### config.mk
export PLATFORM = sky130hd
export DESIGN_NAME = gpcde_top
export DESIGN_NICKNAME = d
export VERILOG_FILES = /design/src/pkg/gpcde_pkg.sv /design/src/rtl/gpcde_top.sv
export SDC_FILE = /design/constraint.sdc
export NUM_CORES = 1
export LEC_CHECK = 0
export BUFFER_PORTS_ARGS = -buffer_cell sky130_fd_sc_hd__buf_4
export CORE_ASPECT_RATIO = 0.6
export CORE_MARGIN = 4
export CORE_UTILIZATION = 54
export CTS_BUF_LIST = sky130_fd_sc_hd__clkbuf_16
export CTS_CLUSTER_SIZE = 28
export DETAILED_ROUTE_END_ITERATION = 10
export GPL_TIMING_DRIVEN = 0
export PLACE_DENSITY_LB_ADDON = 0.08
export RECOVER_POWER = 25
export SLEW_MARGIN = 20
export SYNTH_ARGS = -nofsm -noshare
export SYNTH_HDL_FRONTEND = slang
export SYNTH_SLANG_ARGS = --single-unit
### constraint.sdc
create_clock -name REF_CLK -period 6.4 [get_ports REF_CLK]
set_clock_uncertainty 0.1 [all_clocks]
set_input_delay 1.92 -clock REF_CLK [delete_from_list [all_inputs] [get_ports REF_CLK]]
set_output_delay 1.92 -clock REF_CLK [all_outputs]
set_load 0.02 [all_outputs]
### src/pkg/gpcde_pkg.sv
// shared constants and carrier types for the port c/d/e parallel i/o block
// assumes a 32-bit axi4-lite master and word-aligned register indices
package gpcde_pkg;
    // port widths
    localparam int C_W = 7;
    localparam int D_W = 8;
    localparam int E_W = 6;
    // bus widths
    localparam int ADDR_W = 8;
    localparam int DATA_W = 32;
    localparam int IDX_LO = 2; // byte address = index * 4
    localparam int IDX_W = 6;
    // register indices
    localparam logic [IDX_W-1:0] IDX_C_DATA = 6'h02;
    localparam logic [IDX_W-1:0] IDX_D_DATA = 6'h03;
    localparam logic [IDX_W-1:0] IDX_E_DATA = 6'h08;
    localparam logic [IDX_W-1:0] IDX_C_DIR = 6'h04;
    localparam logic [IDX_W-1:0] IDX_D_DIR = 6'h05;
    localparam logic [IDX_W-1:0] IDX_E_DIR = 6'h09;
    localparam logic [IDX_W-1:0] IDX_C_PUE = 6'h0C;
    localparam logic [IDX_W-1:0] IDX_D_PUE = 6'h0D;
    localparam logic [IDX_W-1:0] IDX_MUX = 6'h10;
    localparam logic [IDX_W-1:0] IDX_ELS = 6'h11;
    // pin sharing control register fields
    localparam int MUX_W = 4;
    localparam int MUX_CAN = 0;
    localparam int MUX_SPE = 1;
    localparam int MUX_MSTR = 2;
    localparam int MUX_SCI = 3;
    // timer edge/level select: two bits per channel, channels on port d 4..7
    localparam int ELS_W = 2;
    localparam int TIM_CH = 4;
    localparam int D_TIM_LO = 4;
    // shared pin masks
    localparam logic [C_W-1:0] C_CAN_MASK = 7'h03;
    localparam logic [D_W-1:0] D_SPI_MASK = 8'h0E;
    localparam logic [D_W-1:0] D_SS_MASK = 8'h01;
    localparam logic [E_W-1:0] E_SCI_MASK = 6'h03;
    // reset values
    localparam logic [C_W-1:0] C_ZERO = 7'h00;
    localparam logic [D_W-1:0] D_ZERO = 8'h00;
    localparam logic [E_W-1:0] E_ZERO = 6'h00;
    localparam logic [MUX_W-1:0] MUX_RST = 4'h0;
    localparam logic [TIM_CH*ELS_W-1:0] ELS_RST = 8'h00;
    // bus responses
    localparam logic [1:0] RESP_OKAY = 2'h0;
    localparam logic [1:0] RESP_SLVERR = 2'h2;
    localparam logic [DATA_W-1:0] DATA_ZERO = 32'h0000_0000;
    // pin drive groups: level, active-low output enable, pullup on (ports c and d only; port e has no pullup)
    typedef struct packed {
        logic [C_W-1:0] out;
        logic [C_W-1:0] oe_n;
        logic [C_W-1:0] pull;
    } gpcde_drv_c_t;
    typedef struct packed {
        logic [D_W-1:0] out;
        logic [D_W-1:0] oe_n;
        logic [D_W-1:0] pull;
    } gpcde_drv_d_t;
    typedef struct packed {
        logic [E_W-1:0] out;
        logic [E_W-1:0] oe_n;
    } gpcde_drv_e_t;
endpackage

### src/rtl/gpcde_top.sv
// parallel i/o for ports c, d and e with axi4-lite register access
// assumes pins are asynchronous to REF_CLK; peripherals run on REF_CLK
// Contract
// - port c data read: latch or pin
// - port d data read: latch or pin
// - data writes with lane 0 on update the latch, whatever the direction
// - reset leaves port c latches alone
// - port c direction drives; reset clears
// - port d direction drives; reset clears
// - pullup only while pin is input
// - port c pullup enable per input pin
// - port d pullup enable per pin
// - can enable owns port c bits 1,0
// - timer select owns port d bits 7..4
// - spi enable owns port d bits 3..1
// - port d bit 0 spi slave only
// - spi pins: direction only steers reads
// - port e six latches, kept over reset
// - serial enable owns port e bits 1,0
// - serial pins: direction only steers reads
// - port e data read: latch or pin
// - port e direction drives; reset clears
//
// Our own choice: the AXI4-Lite register port.
module gpcde_top (
    input wire logic REF_CLK,
    input wire logic RST,
    input wire logic [gpcde_pkg::ADDR_W-1:0] S_AXI_AWADDR,
    input wire logic S_AXI_AWVALID,
    output logic S_AXI_AWREADY,
    input wire logic [gpcde_pkg::DATA_W-1:0] S_AXI_WDATA,
    input wire logic [3:0] S_AXI_WSTRB,
    input wire logic S_AXI_WVALID,
    output logic S_AXI_WREADY,
    output logic [1:0] S_AXI_BRESP,
    output logic S_AXI_BVALID,
    input wire logic S_AXI_BREADY,
    input wire logic [gpcde_pkg::ADDR_W-1:0] S_AXI_ARADDR,
    input wire logic S_AXI_ARVALID,
    output logic S_AXI_ARREADY,
    output logic [gpcde_pkg::DATA_W-1:0] S_AXI_RDATA,
    output logic [1:0] S_AXI_RRESP,
    output logic S_AXI_RVALID,
    input wire logic S_AXI_RREADY,
    input wire logic [gpcde_pkg::C_W-1:0] PORT_C_IN,
    output gpcde_pkg::gpcde_drv_c_t PORT_C_DRV,
    input wire logic [gpcde_pkg::D_W-1:0] PORT_D_IN,
    output gpcde_pkg::gpcde_drv_d_t PORT_D_DRV,
    input wire logic [gpcde_pkg::E_W-1:0] PORT_E_IN,
    output gpcde_pkg::gpcde_drv_e_t PORT_E_DRV,
    input wire logic [gpcde_pkg::C_W-1:0] PERIPH_C_OUT,
    input wire logic [gpcde_pkg::C_W-1:0] PERIPH_C_OE,
    input wire logic [gpcde_pkg::D_W-1:0] PERIPH_D_OUT,
    input wire logic [gpcde_pkg::D_W-1:0] PERIPH_D_OE,
    input wire logic [gpcde_pkg::E_W-1:0] PERIPH_E_OUT,
    input wire logic [gpcde_pkg::E_W-1:0] PERIPH_E_OE,
    output logic [gpcde_pkg::C_W-1:0] PORT_C_LEVEL,
    output logic [gpcde_pkg::D_W-1:0] PORT_D_LEVEL,
    output logic [gpcde_pkg::E_W-1:0] PORT_E_LEVEL,
    output logic [gpcde_pkg::MUX_W-1:0] PIN_MUX_CTRL,
    output logic [gpcde_pkg::TIM_CH*gpcde_pkg::ELS_W-1:0] TIMER_ELS
);
    localparam int CW = gpcde_pkg::C_W;
    localparam int DW = gpcde_pkg::D_W;
    localparam int EW = gpcde_pkg::E_W;
    localparam int MW = gpcde_pkg::MUX_W;
    localparam int SW = gpcde_pkg::TIM_CH * gpcde_pkg::ELS_W;
    localparam int IW = gpcde_pkg::IDX_W;

    // two-stage pin synchronisers; only stage two is read by logic
    logic [CW-1:0] c_s1_r, c_s2_r;
    logic [DW-1:0] d_s1_r, d_s2_r;
    logic [EW-1:0] e_s1_r, e_s2_r;

    // data latches: deliberately without reset
    logic [CW-1:0] c_lat_r, c_lat_nxt;
    logic [DW-1:0] d_lat_r, d_lat_nxt;
    logic [EW-1:0] e_lat_r, e_lat_nxt;

    // control registers
    logic [CW-1:0] c_dir_r, c_dir_nxt; // 1 = output
    logic [DW-1:0] d_dir_r, d_dir_nxt;
    logic [EW-1:0] e_dir_r, e_dir_nxt;
    logic [CW-1:0] c_pue_r, c_pue_nxt; // pullup enables
    logic [DW-1:0] d_pue_r, d_pue_nxt;
    logic [MW-1:0] mux_r, mux_nxt; // peripheral pin enables
    logic [SW-1:0] els_r, els_nxt; // timer edge/level selects

    // pin drive registers
    gpcde_pkg::gpcde_drv_c_t c_drv_r, c_drv_nxt;
    gpcde_pkg::gpcde_drv_d_t d_drv_r, d_drv_nxt;
    gpcde_pkg::gpcde_drv_e_t e_drv_r, e_drv_nxt;

    // pins currently owned by a peripheral
    logic [CW-1:0] c_own;
    logic [DW-1:0] d_own;
    logic [EW-1:0] e_own;

    // write channel state
    logic aw_hold_r, aw_hold_nxt;
    logic w_hold_r, w_hold_nxt;
    logic [IW-1:0] aw_idx_r, aw_idx_nxt;
    logic [7:0] w_byte_r, w_byte_nxt; // registers live in lane 0 only
    logic w_lane_r, w_lane_nxt;
    logic awready_r, awready_nxt;
    logic wready_r, wready_nxt;
    logic bvalid_r, bvalid_nxt;
    logic [1:0] bresp_r, bresp_nxt;

    // read channel state
    logic arready_r, arready_nxt;
    logic rvalid_r, rvalid_nxt;
    logic [1:0] rresp_r, rresp_nxt;
    logic [gpcde_pkg::DATA_W-1:0] rdata_r, rdata_nxt;

    // store strobe and hit flag of the completing write
    logic do_wr;
    logic wr_hit;

    // synchronisers run every edge and need no reset
    always_ff @(posedge REF_CLK) begin
        c_s1_r <= PORT_C_IN;
        c_s2_r <= c_s1_r;
        d_s1_r <= PORT_D_IN;
        d_s2_r <= d_s1_r;
        e_s1_r <= PORT_E_IN;
        e_s2_r <= e_s1_r;
    end

    // ownership of shared pins by peripherals
    always_comb begin
        c_own = gpcde_pkg::C_ZERO;
        d_own = gpcde_pkg::D_ZERO;
        e_own = gpcde_pkg::E_ZERO;
        if (mux_r[gpcde_pkg::MUX_CAN]) begin
            c_own = gpcde_pkg::C_CAN_MASK;
        end
        if (mux_r[gpcde_pkg::MUX_SPE]) begin
            d_own = d_own | gpcde_pkg::D_SPI_MASK;
            // slave select only matters to a slave
            if (!mux_r[gpcde_pkg::MUX_MSTR]) begin
                d_own = d_own | gpcde_pkg::D_SS_MASK;
            end
        end
        // any non-zero edge/level select hands the pin to the timer
        for (int k = 0; k < gpcde_pkg::TIM_CH; k++) begin
            if (|els_r[k*gpcde_pkg::ELS_W +: gpcde_pkg::ELS_W]) begin
                d_own[gpcde_pkg::D_TIM_LO+k] = 1'b1;
            end
        end
        if (mux_r[gpcde_pkg::MUX_SCI]) begin
            e_own = gpcde_pkg::E_SCI_MASK;
        end
    end

    // pin drive: peripheral wins on owned pins, direction elsewhere
    always_comb begin
        logic [CW-1:0] c_oe;
        logic [DW-1:0] d_oe;
        logic [EW-1:0] e_oe;
        c_oe = (c_own & PERIPH_C_OE) | (~c_own & c_dir_r);
        d_oe = (d_own & PERIPH_D_OE) | (~d_own & d_dir_r);
        e_oe = (e_own & PERIPH_E_OE) | (~e_own & e_dir_r);
        // output level is zero wherever the driver is off
        c_drv_nxt.out = c_oe & ((c_own & PERIPH_C_OUT) | (~c_own & c_lat_r));
        d_drv_nxt.out = d_oe & ((d_own & PERIPH_D_OUT) | (~d_own & d_lat_r));
        e_drv_nxt.out = e_oe & ((e_own & PERIPH_E_OUT) | (~e_own & e_lat_r));
        c_drv_nxt.oe_n = ~c_oe;
        d_drv_nxt.oe_n = ~d_oe;
        e_drv_nxt.oe_n = ~e_oe;
        // pullups drop out as soon as the pin drives
        c_drv_nxt.pull = c_pue_r & ~c_oe;
        d_drv_nxt.pull = d_pue_r & ~d_oe;
    end

    // pin drive registers: all drivers off during reset
    always_ff @(posedge REF_CLK) begin
        if (RST) begin
            c_drv_r <= '{out: gpcde_pkg::C_ZERO, oe_n: ~gpcde_pkg::C_ZERO,
                         pull: gpcde_pkg::C_ZERO};
            d_drv_r <= '{out: gpcde_pkg::D_ZERO, oe_n: ~gpcde_pkg::D_ZERO,
                         pull: gpcde_pkg::D_ZERO};
            e_drv_r <= '{out: gpcde_pkg::E_ZERO, oe_n: ~gpcde_pkg::E_ZERO};
        end else begin
            c_drv_r <= c_drv_nxt;
            d_drv_r <= d_drv_nxt;
            e_drv_r <= e_drv_nxt;
        end
    end

    // next values; the index is decoded every cycle so the answer knows its hit
    always_comb begin
        c_lat_nxt = c_lat_r;
        d_lat_nxt = d_lat_r;
        e_lat_nxt = e_lat_r;
        c_dir_nxt = c_dir_r;
        d_dir_nxt = d_dir_r;
        e_dir_nxt = e_dir_r;
        c_pue_nxt = c_pue_r;
        d_pue_nxt = d_pue_r;
        mux_nxt = mux_r;
        els_nxt = els_r;
        wr_hit = 1'b1;
        // store only on the completing write, and only with lane 0 on
        do_wr = bvalid_nxt && !bvalid_r && w_lane_nxt;
        // latches take writes whatever the direction; bits with no pin are dropped
        if (aw_idx_nxt == gpcde_pkg::IDX_C_DATA) begin
            c_lat_nxt = do_wr ? w_byte_nxt[CW-1:0] : c_lat_r;
        end else if (aw_idx_nxt == gpcde_pkg::IDX_D_DATA) begin
            d_lat_nxt = do_wr ? w_byte_nxt[DW-1:0] : d_lat_r;
        end else if (aw_idx_nxt == gpcde_pkg::IDX_E_DATA) begin
            e_lat_nxt = do_wr ? w_byte_nxt[EW-1:0] : e_lat_r;
        end else if (aw_idx_nxt == gpcde_pkg::IDX_C_DIR) begin
            c_dir_nxt = do_wr ? w_byte_nxt[CW-1:0] : c_dir_r;
        end else if (aw_idx_nxt == gpcde_pkg::IDX_D_DIR) begin
            d_dir_nxt = do_wr ? w_byte_nxt[DW-1:0] : d_dir_r;
        end else if (aw_idx_nxt == gpcde_pkg::IDX_E_DIR) begin
            e_dir_nxt = do_wr ? w_byte_nxt[EW-1:0] : e_dir_r;
        end else if (aw_idx_nxt == gpcde_pkg::IDX_C_PUE) begin
            c_pue_nxt = do_wr ? w_byte_nxt[CW-1:0] : c_pue_r;
        end else if (aw_idx_nxt == gpcde_pkg::IDX_D_PUE) begin
            d_pue_nxt = do_wr ? w_byte_nxt[DW-1:0] : d_pue_r;
        end else if (aw_idx_nxt == gpcde_pkg::IDX_MUX) begin
            mux_nxt = do_wr ? w_byte_nxt[MW-1:0] : mux_r;
        end else if (aw_idx_nxt == gpcde_pkg::IDX_ELS) begin
            els_nxt = do_wr ? w_byte_nxt[SW-1:0] : els_r;
        end else begin
            wr_hit = 1'b0; // unmapped: error answer, nothing stored
        end
    end

    // latches keep their contents across reset
    always_ff @(posedge REF_CLK) begin
        c_lat_r <= c_lat_nxt;
        d_lat_r <= d_lat_nxt;
        e_lat_r <= e_lat_nxt;
    end

    // control registers: every pin an input after reset
    always_ff @(posedge REF_CLK) begin
        if (RST) begin
            c_dir_r <= gpcde_pkg::C_ZERO;
            d_dir_r <= gpcde_pkg::D_ZERO;
            e_dir_r <= gpcde_pkg::E_ZERO;
            c_pue_r <= gpcde_pkg::C_ZERO;
            d_pue_r <= gpcde_pkg::D_ZERO;
            mux_r <= gpcde_pkg::MUX_RST;
            els_r <= gpcde_pkg::ELS_RST;
        end else begin
            c_dir_r <= c_dir_nxt;
            d_dir_r <= d_dir_nxt;
            e_dir_r <= e_dir_nxt;
            c_pue_r <= c_pue_nxt;
            d_pue_r <= d_pue_nxt;
            mux_r <= mux_nxt;
            els_r <= els_nxt;
        end
    end

    // write channel: address and data accepted in either order
    always_comb begin
        aw_hold_nxt = aw_hold_r;
        w_hold_nxt = w_hold_r;
        aw_idx_nxt = aw_idx_r;
        w_byte_nxt = w_byte_r;
        w_lane_nxt = w_lane_r;
        bvalid_nxt = bvalid_r;
        bresp_nxt = bresp_r;
        if (S_AXI_AWVALID && awready_r) begin
            aw_hold_nxt = 1'b1;
            aw_idx_nxt = S_AXI_AWADDR[gpcde_pkg::IDX_LO +: IW];
        end
        if (S_AXI_WVALID && wready_r) begin
            w_hold_nxt = 1'b1;
            w_byte_nxt = S_AXI_WDATA[7:0];
            w_lane_nxt = S_AXI_WSTRB[0]; // lane 0 off means no update
        end
        if (bvalid_r && S_AXI_BREADY) begin
            bvalid_nxt = 1'b0;
        end
        if (aw_hold_nxt && w_hold_nxt && !bvalid_r) begin
            aw_hold_nxt = 1'b0;
            w_hold_nxt = 1'b0;
            bvalid_nxt = 1'b1;
            bresp_nxt = wr_hit ? gpcde_pkg::RESP_OKAY : gpcde_pkg::RESP_SLVERR;
        end
        // one write in flight: ready drops while held or answering
        awready_nxt = !aw_hold_nxt && !bvalid_nxt;
        wready_nxt = !w_hold_nxt && !bvalid_nxt;
    end

    // write channel registers
    always_ff @(posedge REF_CLK) begin
        if (RST) begin
            aw_hold_r <= 1'b0;
            w_hold_r <= 1'b0;
            aw_idx_r <= '0;
            w_byte_r <= 8'h00;
            w_lane_r <= 1'b0;
            awready_r <= 1'b0;
            wready_r <= 1'b0;
            bvalid_r <= 1'b0;
            bresp_r <= gpcde_pkg::RESP_OKAY;
        end else begin
            aw_hold_r <= aw_hold_nxt;
            w_hold_r <= w_hold_nxt;
            aw_idx_r <= aw_idx_nxt;
            w_byte_r <= w_byte_nxt;
            w_lane_r <= w_lane_nxt;
            awready_r <= awready_nxt;
            wready_r <= wready_nxt;
            bvalid_r <= bvalid_nxt;
            bresp_r <= bresp_nxt;
        end
    end

    // read channel: data registers return latch or synchronised pin
    always_comb begin
        logic [IW-1:0] idx;
        idx = S_AXI_ARADDR[gpcde_pkg::IDX_LO +: IW];
        arready_nxt = arready_r;
        rvalid_nxt = rvalid_r;
        rresp_nxt = rresp_r;
        rdata_nxt = rdata_r;
        if (rvalid_r && S_AXI_RREADY) begin
            rvalid_nxt = 1'b0;
        end
        if (S_AXI_ARVALID && arready_r) begin
            rvalid_nxt = 1'b1;
            rresp_nxt = gpcde_pkg::RESP_OKAY;
            // direction steers the read even on peripheral-owned pins
            if (idx == gpcde_pkg::IDX_C_DATA) begin
                rdata_nxt = 32'((c_dir_r & c_lat_r) | (~c_dir_r & c_s2_r));
            end else if (idx == gpcde_pkg::IDX_D_DATA) begin
                rdata_nxt = 32'((d_dir_r & d_lat_r) | (~d_dir_r & d_s2_r));
            end else if (idx == gpcde_pkg::IDX_E_DATA) begin
                rdata_nxt = 32'((e_dir_r & e_lat_r) | (~e_dir_r & e_s2_r));
            end else if (idx == gpcde_pkg::IDX_C_DIR) begin
                rdata_nxt = 32'(c_dir_r);
            end else if (idx == gpcde_pkg::IDX_D_DIR) begin
                rdata_nxt = 32'(d_dir_r);
            end else if (idx == gpcde_pkg::IDX_E_DIR) begin
                rdata_nxt = 32'(e_dir_r);
            end else if (idx == gpcde_pkg::IDX_C_PUE) begin
                rdata_nxt = 32'(c_pue_r);
            end else if (idx == gpcde_pkg::IDX_D_PUE) begin
                rdata_nxt = 32'(d_pue_r);
            end else if (idx == gpcde_pkg::IDX_MUX) begin
                rdata_nxt = 32'(mux_r);
            end else if (idx == gpcde_pkg::IDX_ELS) begin
                rdata_nxt = 32'(els_r);
            end else begin
                rdata_nxt = gpcde_pkg::DATA_ZERO;
                rresp_nxt = gpcde_pkg::RESP_SLVERR;
            end
        end
        // one read in flight at a time
        arready_nxt = !rvalid_nxt;
    end

    // read channel registers
    always_ff @(posedge REF_CLK) begin
        if (RST) begin
            arready_r <= 1'b0;
            rvalid_r <= 1'b0;
            rresp_r <= gpcde_pkg::RESP_OKAY;
            rdata_r <= gpcde_pkg::DATA_ZERO;
        end else begin
            arready_r <= arready_nxt;
            rvalid_r <= rvalid_nxt;
            rresp_r <= rresp_nxt;
            rdata_r <= rdata_nxt;
        end
    end

    // outputs straight from flip-flops
    assign S_AXI_AWREADY = awready_r;
    assign S_AXI_WREADY = wready_r;
    assign S_AXI_BVALID = bvalid_r;
    assign S_AXI_BRESP = bresp_r;
    assign S_AXI_ARREADY = arready_r;
    assign S_AXI_RVALID = rvalid_r;
    assign S_AXI_RRESP = rresp_r;
    assign S_AXI_RDATA = rdata_r;
    assign PORT_C_DRV = c_drv_r;
    assign PORT_D_DRV = d_drv_r;
    assign PORT_E_DRV = e_drv_r;
    assign PORT_C_LEVEL = c_s2_r;
    assign PORT_D_LEVEL = d_s2_r;
    assign PORT_E_LEVEL = e_s2_r;
    assign PIN_MUX_CTRL = mux_r;
    assign TIMER_ELS = els_r;
endmodule // gpcde_top

### Word-level counts from Yosys, hierarchy flattened

Cells that the tools add are included.

* bits of input ports: 122
* word-level logic and storage cells: 187
* output and inout bits: 131
* bits in registers: 226

* muxes and demuxes: 50
* eq/ne operators: 20
* reduce and logical (&&, ||, !) cells: 30
* bitwise logic cells: 50

Operator list (count)
* $mux W32: 3
* $mux W8: 8
* $and A8 B8 Y8: 7
* $and A7 B7 Y7: 7
* $eq A6 B4 Y1 const B: 8
* $and A6 B6 Y6: 6
* $and A32 B6 Y32: 1
* $and A32 B7 Y32: 1
* $and A32 B8 Y32: 1
* $not A6 Y32: 1
* $not A7 Y32: 1
* $not A8 Y32: 1
* $or A6 B32 Y32: 1
* $or A7 B32 Y32: 1
* $or A8 B32 Y32: 1
* $mux W2: 13
* $eq A6 B2 Y1 const B: 4
* $eq A6 B3 Y1 const B: 4
* $eq A6 B5 Y1 const B: 4
* $mux W1: 24
* $not A8 Y8: 2
* $or A8 B8 Y8: 2
* $not A7 Y7: 2
* $or A7 B7 Y7: 2
* 18 further kinds: 45

### Logic depth before layout (Yosys ltp)

Gate-level depths: netlist of run 1.

* depth in word-level cells: 14
* mapped depth: 8
* gate-level depth less buffers: 5

### Worst setup path before layout of run 1

Ideal clock, no wire load.

* kind: in2reg
* start point: input port S_AXI_AWVALID
* end point: register e_lat_r[0], enable pin
* stages: 7
* arrival time: 3.185 ns
* path buffers: 2
* setup time: 0.378 ns
* required time: 5.922 ns
* path slack: 2.737 ns
* cell sequence: nand2_2 -> buf_6 -> nand3b_1 -> a21oi_1 -> buf_6 -> inv_1 -> nor3b_1

* longest elaborated chain between the ends: 8
* elaborated cells between the ends (all ways): 14
* classes of those cells: 3 x eq/ne; 3 x mux; 2 x bitwise; 6 x reduce/logical

Ends and longest elaborated chain
* from (decl): RTL line gpcde_top.sv:29 `input wire logic S_AXI_AWVALID,`
* $logic_and A1 B1 Y1 (*): RTL line gpcde_top.sv:269 `if (S_AXI_AWVALID && awready_r) begin`
* $mux W1: RTL line gpcde_top.sv:269
* $logic_and A1 B1 Y1 (2 in series): RTL line gpcde_top.sv:281 `if (aw_hold_nxt && w_hold_nxt && !bvalid_r) begin`
* $mux W1: RTL line gpcde_top.sv:281
* $logic_and A1 B1 Y1 (2 in series): RTL line gpcde_top.sv:205 `do_wr = bvalid_nxt && !bvalid_r && w_lane_nxt;`
* $reduce_and A4 Y1 (no line) (*)
* to (signal assigned): RTL line gpcde_top.sv:236 `e_lat_r <= e_lat_nxt;`
* to (decl): RTL line gpcde_top.sv:78 `logic [EW-1:0] e_lat_r, e_lat_nxt;`

Every way passes the cells marked *; elsewhere a longest branch is shown, timed or not.
A chain may end at the register's enable or synchronous reset.

### Worst setup path in the final report of run 1

* start point: input port S_AXI_WVALID
* end point: register c_lat_r[1], enable pin

* longest elaborated chain between the ends: 8
* elaborated cells between the ends (all ways): 9
* classes of those cells: 3 x mux; 6 x reduce/logical

Ends and longest elaborated chain
* from (decl): RTL line gpcde_top.sv:33 `input wire logic S_AXI_WVALID,`
* $logic_and A1 B1 Y1 (*): RTL line gpcde_top.sv:273 `if (S_AXI_WVALID && wready_r) begin`
* $mux W1: RTL line gpcde_top.sv:273
* $logic_and A1 B1 Y1 (2 in series): RTL line gpcde_top.sv:281
* $mux W1: RTL line gpcde_top.sv:281
* $logic_and A1 B1 Y1: RTL line gpcde_top.sv:205
* $logic_and A1 B1 Y1 (*): RTL line gpcde_top.sv:205
* $reduce_and A2 Y1 (no line) (*)
* to (signal assigned): RTL line gpcde_top.sv:234 `c_lat_r <= c_lat_nxt;`
* to (decl): RTL line gpcde_top.sv:76 `logic [CW-1:0] c_lat_r, c_lat_nxt;`

Marks and branches as above.

==> summary.txt, run 1 <==
Status
  – Outcome: complete, no violations

Drt
  – Post-DRT Antenna Nets: 0
  – Routed via count: 6,397
  – Via density: 5.62
  – DRT Pass-1 Iters: 5
  – Routed wire length: 25,100 um
  – WL per Instance: 22.0 um
  – DR iter-0 viols: 702
  – Number of remaining DRC errors: 0

Hold path
  – Hold Path Depth: 0
  – Hold path start: c_s1_r[2]
  – Hold path endpoint: PORT_C_LEVEL[2]
  – HP Class: reg -> reg

Power and ir drop
  – Total Power: 2.72 mW
  – Peak VDD IR: 0.149 mV
  – Sw frac: 0.273
  – P_int: 1.97 mW
  – Pwr per Cell Area: 272 nW/um^2
  – Clock network fraction of total power: 0.432
  – Psw: 0.742 mW
  – Comb power frac: 0.088
  – Leakage: 4.43 nW
  – Seq pwr share: 0.480

Floorplan
  – Die width: 162 um
  – Initial core utilization: 0.557
  – I/O Pins: 253
  – Row count: 33
  – Core area: 13,800 sq um
  – Die area: 16,300 sq um
  – Die Height: 100 um

Clocking
  – Clock tree buffer depth: 2
  – Worst skew pair latency: 0.44 ns
  – Postcts setup bufs: 0
  – CTS resizes: 0
  – TritonCTS clock tree: built
  – CTS root buffer: clkbuf_16
  – Cts-stage hold buffer count: 0
  – Worst-path clk slew: 0.09 ns
  – CTS buffer count: 17
  – H-tree Lvls: 4
  – Clk sinks: 200

Logic synthesis
  – Post-synthesis cell type count: 66
  – Share of the synthesized area in the top cell type: 0.466
  – Post-synth top cells: 179 x dfxtp_1, 83 x mux2i_1, 46 x nor2_1
  – Area leader, netlist: dfxtp_1
  – Synth area leaders: dfxtp_1 47%, mux2i_1 11%, edfxtp_1 8.2%
  – Number of flops mapped to enable cells by yosys: 21
  – Syn_area_per_cell: 10.8 sq um
  – Synth Register Bits: 200
  – Syn Inst Count: 712
  – Post-synth ARST share: 0
  – Post-synthesis sequential area ratio: 0.548
  – Most frequent cell after synthesis: dfxtp_1
  – Cell Area, Synth: 7690 sq um
  – Top FF cell, synth: dfxtp_1
  – Ys Warns: 0

Placement
  – Gp weighted congestion: 0.973
  – Hpwl dp: 18,200 um
  – Dpl cell area: 9370 sq um
  – Placed cell count: 1,107
  – Port Buf Inserts: 177

Global route
  – Largest net degree at the start of global routing: 24
  – Initial antenna violation count: 1
  – Gr usage total: 0.298
  – GR Overflow Total: 0
  – Vias in the first global route: 6,214
  – First-pass GRT wire length: 36,400 um

Critical path
  – Max incr delay on CP: 0.86 ns
  – Slowest-stage cell, CP: nor2_1
  – Arrival @ worst endpoint: 4.41 ns
  – Crit start category: primary input
  – Setup slack, reg-to-reg: 3.19 ns
  – Worst Path Max Fanout: 10
  – Path depth of the worst reg2reg path: 4
  – CP Capture Type: register
  – Worst r2r src: S_AXI_WREADY
  – CP cell instances: clkbuf_1 -> nand2_1 -> a31oi_1 -> or3_1 -> nor2_1
  – Critical R2R Capture: c_lat_r[1]
  – Crit Path Category: in -> reg
  – Crit path required time: 6.36 ns

Layout
  – Final core occ: 0.723
  – ANT cells: 0
  – Layout cells sized above 1: 0.297
  – Final Non-Filler Cells: 1,139
  – Area grow syn2layout: 29.8%
  – # nets final: 1,056
  – Cell area after layout: 9970 sq um

Timing
  – Worst Tran Pin Value: 1.11 ns
  – Final critical-path required period: 4.46 ns
  – Pins Over Slew Limit: 0
  – Final worst-path cycle share: 0.696
  – Max frequency: 224 MHz
  – Final setup TNS: 0 ns
  – # setup viols final: 0
  – Final Hold Viols: 0
  – RSZ-0062 raised after global routing: false
  – Max_slew headroom: 0.255

Flow run
  – Max capacitance violation total: 0
-- stage by stage --
| step | setup WS, ns | hold slack (ns) |
|---|---|---|
| 4_1_cts | 2.47 | 0.229 |
| 3_5_place_dp | 2.02 | 0.212 |
| 2_1_floorplan | 2.74 | 0.210 |
| 5_1_grt | 1.93 | 0.233 |
| 3_3_place_gp | 1.60 | 0.210 |
| 6_report | 1.94 | 0.230 |
-- power by group through the flow --
stage	Combinational (mW)	Clock, mW	Sequential [mW]
2_1_floorplan	0.119	0	1.34
4_1_cts	0.235	1.18	1.31
3_3_place_gp	0.229	0	1.33
5_1_grt	0.251	1.23	1.31
3_5_place_dp	0.233	0	1.33
6_report	0.239	1.17	1.30
-- flip-flops by register name, indices dropped and copies added (netlist names), 8 cells and up --
register / cells
PORT_D_DRV: 24
PORT_C_DRV: 21
PORT_E_DRV: 12
PORT_D_LEVEL: 8
S_AXI_RDATA: 8
TIMER_ELS: 8
d_dir_r: 8
d_lat_r: 8
d_pue_r: 8
d_s1_r: 8
w_byte_r: 8
-- kinds of logic after synthesis --
| group | count (synthesis) | share of synthesized area |
|---|---|---|
| simple gates | 214 | 0.158 |
| flops | 200 | 0.548 |
| compound gates | 113 | 0.104 |
| buf+inv | 92 | 0.0687 |
| mux | 91 | 0.120 |
| xor+xnor | 1 | 0.00114 |
| other cells | 1 | 0.000488 |
-- worst max-delay path: cells and delay by family --
family	cells	cell delay [ns]
buffers and inverters	1	0.11
and+or+nand+nor	3	1.94
AOI/OAI and AO/OA	1	0.44
-- layout make-up --
| class | count | area (sq um) |
|---|---|---|
| buffer | 65 | 419 |
| clock buffer | 17 | 425 |
| clock inverter | 15 | 235 |
| fill | 1040 | 3820 |
| inverter | 27 | 101 |
| multi-input combinational | 445 | 3040 |
| sequential | 200 | 4210 |
| tap | 192 | 240 |
| timing repair buffer | 178 | 1290 |
-- cells in the final DEF, fill, tap and decap left out, types with 17 or more instances in the layout --
cell,synthesis,layout
dfxtp_1,179,179
buf_4,28,174
mux2i_1,83,83
nor2_1,46,46
nand2b_1,44,44
clkbuf_1,23,35
a21oi_1,33,33
nand2_1,27,28
inv_1,27,27
conb_1,1,26
edfxtp_1,21,21
clkbuf_4,0,21
or2_2,20,20
nor2b_1,21,20
clkbuf_16,0,17
-- routing by layer --
| metal | track usage | vias to the layer above | share of wire |
|---|---|---|---|
| li1 | - | 2881 | - |
| met1 | 0.417 | 3072 | 0.42 |
| met2 | 0.452 | 404 | 0.44 |
| met3 | 0.0948 | 40 | 0.12 |
| met4 | 0.0773 | 0 | 0.018 |
| met5 | 0 | - | 0 |
-- worst max path at each step --
| stage | from | endpoint | cells after the start |
|---|---|---|---|
| CTS | S_AXI_WVALID | c_lat_r[1] | 5 |
| global route | S_AXI_WVALID | c_lat_r[1] | 5 |
| floorplan | S_AXI_AWVALID | e_lat_r[0] | 7 |
| global placement | S_AXI_AWVALID | e_lat_r[5] | 8 |
| finish | S_AXI_WVALID | c_lat_r[1] | 5 |
| detailed placement | S_AXI_WVALID | c_lat_r[2] | 5 |
Note: power is estimated with default switching activity, not from simulation.
==> run 2, diff against run 1 <==
--- a/config.mk
+++ b/config.mk
@@ -8,7 +8,7 @@
 export BUFFER_PORTS_ARGS = -buffer_cell sky130_fd_sc_hd__buf_4
 export CORE_ASPECT_RATIO = 0.6
 export CORE_MARGIN = 4
-export CORE_UTILIZATION = 54
+export CORE_UTILIZATION = 50
 export CTS_BUF_LIST = sky130_fd_sc_hd__clkbuf_16
 export CTS_CLUSTER_SIZE = 28
 export DETAILED_ROUTE_END_ITERATION = 10
==> constraint.sdc (replaced) <==
create_clock -name REF_CLK -period 4.5 [get_ports REF_CLK]
set_clock_uncertainty 0.1 [all_clocks]
set_input_delay 1.35 -clock REF_CLK [delete_from_list [all_inputs] [get_ports REF_CLK]]
set_output_delay 1.35 -clock REF_CLK [all_outputs]
set_load 0.02 [all_outputs]
==> run 2 against run 1 <==
  * Global-route usage shrank 2.0 points
  * Flip-flop and latch count is the same
  * Wire length shrank 0.67%
  * Largest cell class unchanged
  * Worst setup slack lost 1.3 ns
  * Highest routed layer unchanged
  * Via count shrank 0.89%
==> summary.txt, run 2 (synthesis results as in run 1) <==
Global route
  – Largest net degree at the start of global routing: 22 (-8.3%)
  – GR Overflow Total: 0 (unchanged)
  – Initial antenna violation count: 0 (-1)
  – Vias in the first global route: 6,264 (+0.80%)
  – First-pass GRT wire length: 37,400 um (+2.7%)
  – Gr usage total: 0.279 (-0.0196)

Drt
  – DR iter-0 viols: 662 (-5.7%)
  – Post-DRT Antenna Nets: 0 (unchanged)
  – Number of remaining DRC errors: 0 (unchanged)
  – Via density: 5.54 (-1.4%)
  – Routed via count: 6,340 (-0.89%)
  – Routed wire length: 24,900 um (-0.67%)
  – WL per Instance: 21.7 um (-1.2%)
  – DRT Pass-1 Iters: 7 (+2)

Layout
  – Fill count: 1,184 (+14%)
  – Commonest non-fill, non-tap cells in the layout: 179 x dfxtp_1, 176 x buf_4, 83 x mux2i_1
  – Final core occ: 0.673 (-0.0504)
  – Commonest non-fill, non-tap cell in the layout: dfxtp_1
  – ANT cells: 0 (unchanged)
  – Layout cells sized above 1: 0.299 (+0.00211)
  – Cell area after layout: 9930 sq um (-0.41%)
  – Max FFs per register: 24 (unchanged)
  – Area grow syn2layout: 29.2%
  – Final Non-Filler Cells: 1,145 (+0.53%)
  – # nets final: 1,056 (unchanged)

Clocking
  – TritonCTS clock tree: built
  – Cts-stage hold buffer count: 0 (unchanged)
  – Clock tree buffer depth: 2 (unchanged)
  – Worst-path clk slew: 0.08 ns (about the same)
  – CTS root buffer: clkbuf_16
  – H-tree Lvls: 4 (unchanged)
  – Worst skew pair latency: 0.44 ns (about the same)
  – CTS buffer count: 17 (unchanged)
  – CTS resizes: 0 (unchanged)
  – Clk sinks: 200 (unchanged)
  – Postcts setup bufs: 0 (unchanged)

Timing
  – Final worst-path cycle share: 0.850
  – Worst Tran Pin Value: 1.08 ns (-0.0286 ns)
  – Max_slew headroom: 0.274 (+0.0192)
  – RSZ-0062 raised after global routing: false
  – # setup viols final: 0 (unchanged)
  – Fin worst setup slack: 0.673 ns (-1.27 ns)
  – Final setup TNS: 0 ns (unchanged)
  – Final critical-path required period: 3.83 ns
  – Max frequency: 261 MHz
  – Pins Over Slew Limit: 0 (unchanged)
  – Final Hold Viols: 0 (unchanged)

Critical path
  – Crit start category: primary input
  – Path depth of the worst reg2reg path: 4 (unchanged)
  – Crit Path Category: in -> reg
  – Critical Path Stages: 5 (unchanged)
  – Worst Path Max Fanout: 10 (unchanged)
  – Setup slack, reg-to-reg: 1.34 ns (-1.85 ns)
  – Arrival @ worst endpoint: 3.78 ns (-0.63 ns)
  – Buf+Inv Stages, Crit Path: 1 (unchanged)
  – CP cell instances: clkbuf_1 -> nand2_1 -> a31oi_1 -> or3_1 -> nor2_1
  – Worst r2r src: S_AXI_WREADY
  – Slowest-stage cell, CP: nor2_1
  – CP Capture Type: register
  – Critical R2R Capture: c_lat_r[1]
  – Max incr delay on CP: 0.83 ns (-0.03 ns)
  – Family with the most delay on the worst path: simple AND/OR/NAND/NOR gates
  – Crit path required time: 4.45 ns (-1.91 ns)
  – Worst setup startpoint: S_AXI_WVALID

Power and ir drop
  – Clock network fraction of total power: 0.413 (-0.019)
  – Peak VDD IR: 0.205 mV (+38%)
  – Sw frac: 0.270 (-0.00294)
  – Psw: 1.01 mW (+36%)
  – P_int: 2.72 mW (+38%)
  – Pwr per Cell Area: 376 nW/um^2 (+38%)
  – Seq pwr share: 0.497 (+0.017)
  – Comb power frac: 0.090 (+0.002)
  – Leakage: 4.41 nW (-0.49%)

Hold path
  – Hold path endpoint: PORT_C_LEVEL[0]
  – Hold path start: c_s1_r[0]
  – HP Class: reg -> reg
  – Hold Path Depth: 0 (unchanged)

Floorplan
  – Core area: 14,800 sq um (+7.0%)
  – Die Height: 104 um (+3.6%)
  – Die area: 17,500 sq um (+7.5%)
  – Die width: 168 um (+3.7%)
  – Initial core utilization: 0.521 (-0.0367)
  – I/O Pins: 253 (unchanged)
  – Row count: 34 (+3.0%)

Placement
  – Dpl cell area: 9370 sq um (about the same)
  – Hpwl dp: 18,500 um (+1.4%)
  – Placed cell count: 1,113 (+0.54%)
  – Gp weighted congestion: 0.961 (-1.2%)
  – Port Buf Inserts: 177 (unchanged)
  – Pre-CTS WS: 0.737 ns (-1.28 ns)

Flow run
  – Max capacitance violation total: 0 (unchanged)

Status
  – Outcome: complete, no violations
## run 2: worst max-delay path by stage
stage                 end
2_1_floorplan  e_lat_r[0]
3_3_place_gp   e_lat_r[5]
3_5_place_dp   c_lat_r[2]
4_1_cts        c_lat_r[0]
5_1_grt        c_lat_r[0]
6_report       c_lat_r[1]
## run 2: power groups by stage
stage	combinational [mW]	clock [mW]	sequential [mW]
floorplan	0.169	0	1.91
global placement	0.325	0	1.90
detailed placement	0.329	0	1.90
CTS	0.331	1.55	1.86
global route	0.358	1.62	1.86
finish	0.337	1.54	1.86
## run 2: per-layer routing
layer  track usage  vias up  part of all wire
li1              -     2888                 -
met2         0.410      358              0.43
met1         0.404     3052              0.46
met3        0.0851       42             0.096
met5             0        -                 0
met4        0.0614        0             0.015
## run 2: cell type report
cell class / count / area (sq um) / share of cell area
sequential: 200 / 4210 / 0.424
inverter: 27 / 101 / 0.0102
clock inverter: 15 / 179 / 0.0180
multi-input combinational: 445 / 3040 / 0.306
buffer: 65 / 419 / 0.0422
tap: 198 / 248 / 0.0249
timing repair buffer: 178 / 1300 / 0.131
clock buffer: 17 / 425 / 0.0428
## run 2: through the flow
step / total power [mW] / hold WS (ns)
2_1_floorplan: 2.08 / 0.210
3_3_place_gp: 2.22 / 0.210
3_5_place_dp: 2.23 / 0.212
4_1_cts: 3.73 / 0.231
5_1_grt: 3.84 / 0.237
6_report: 3.73 / 0.230
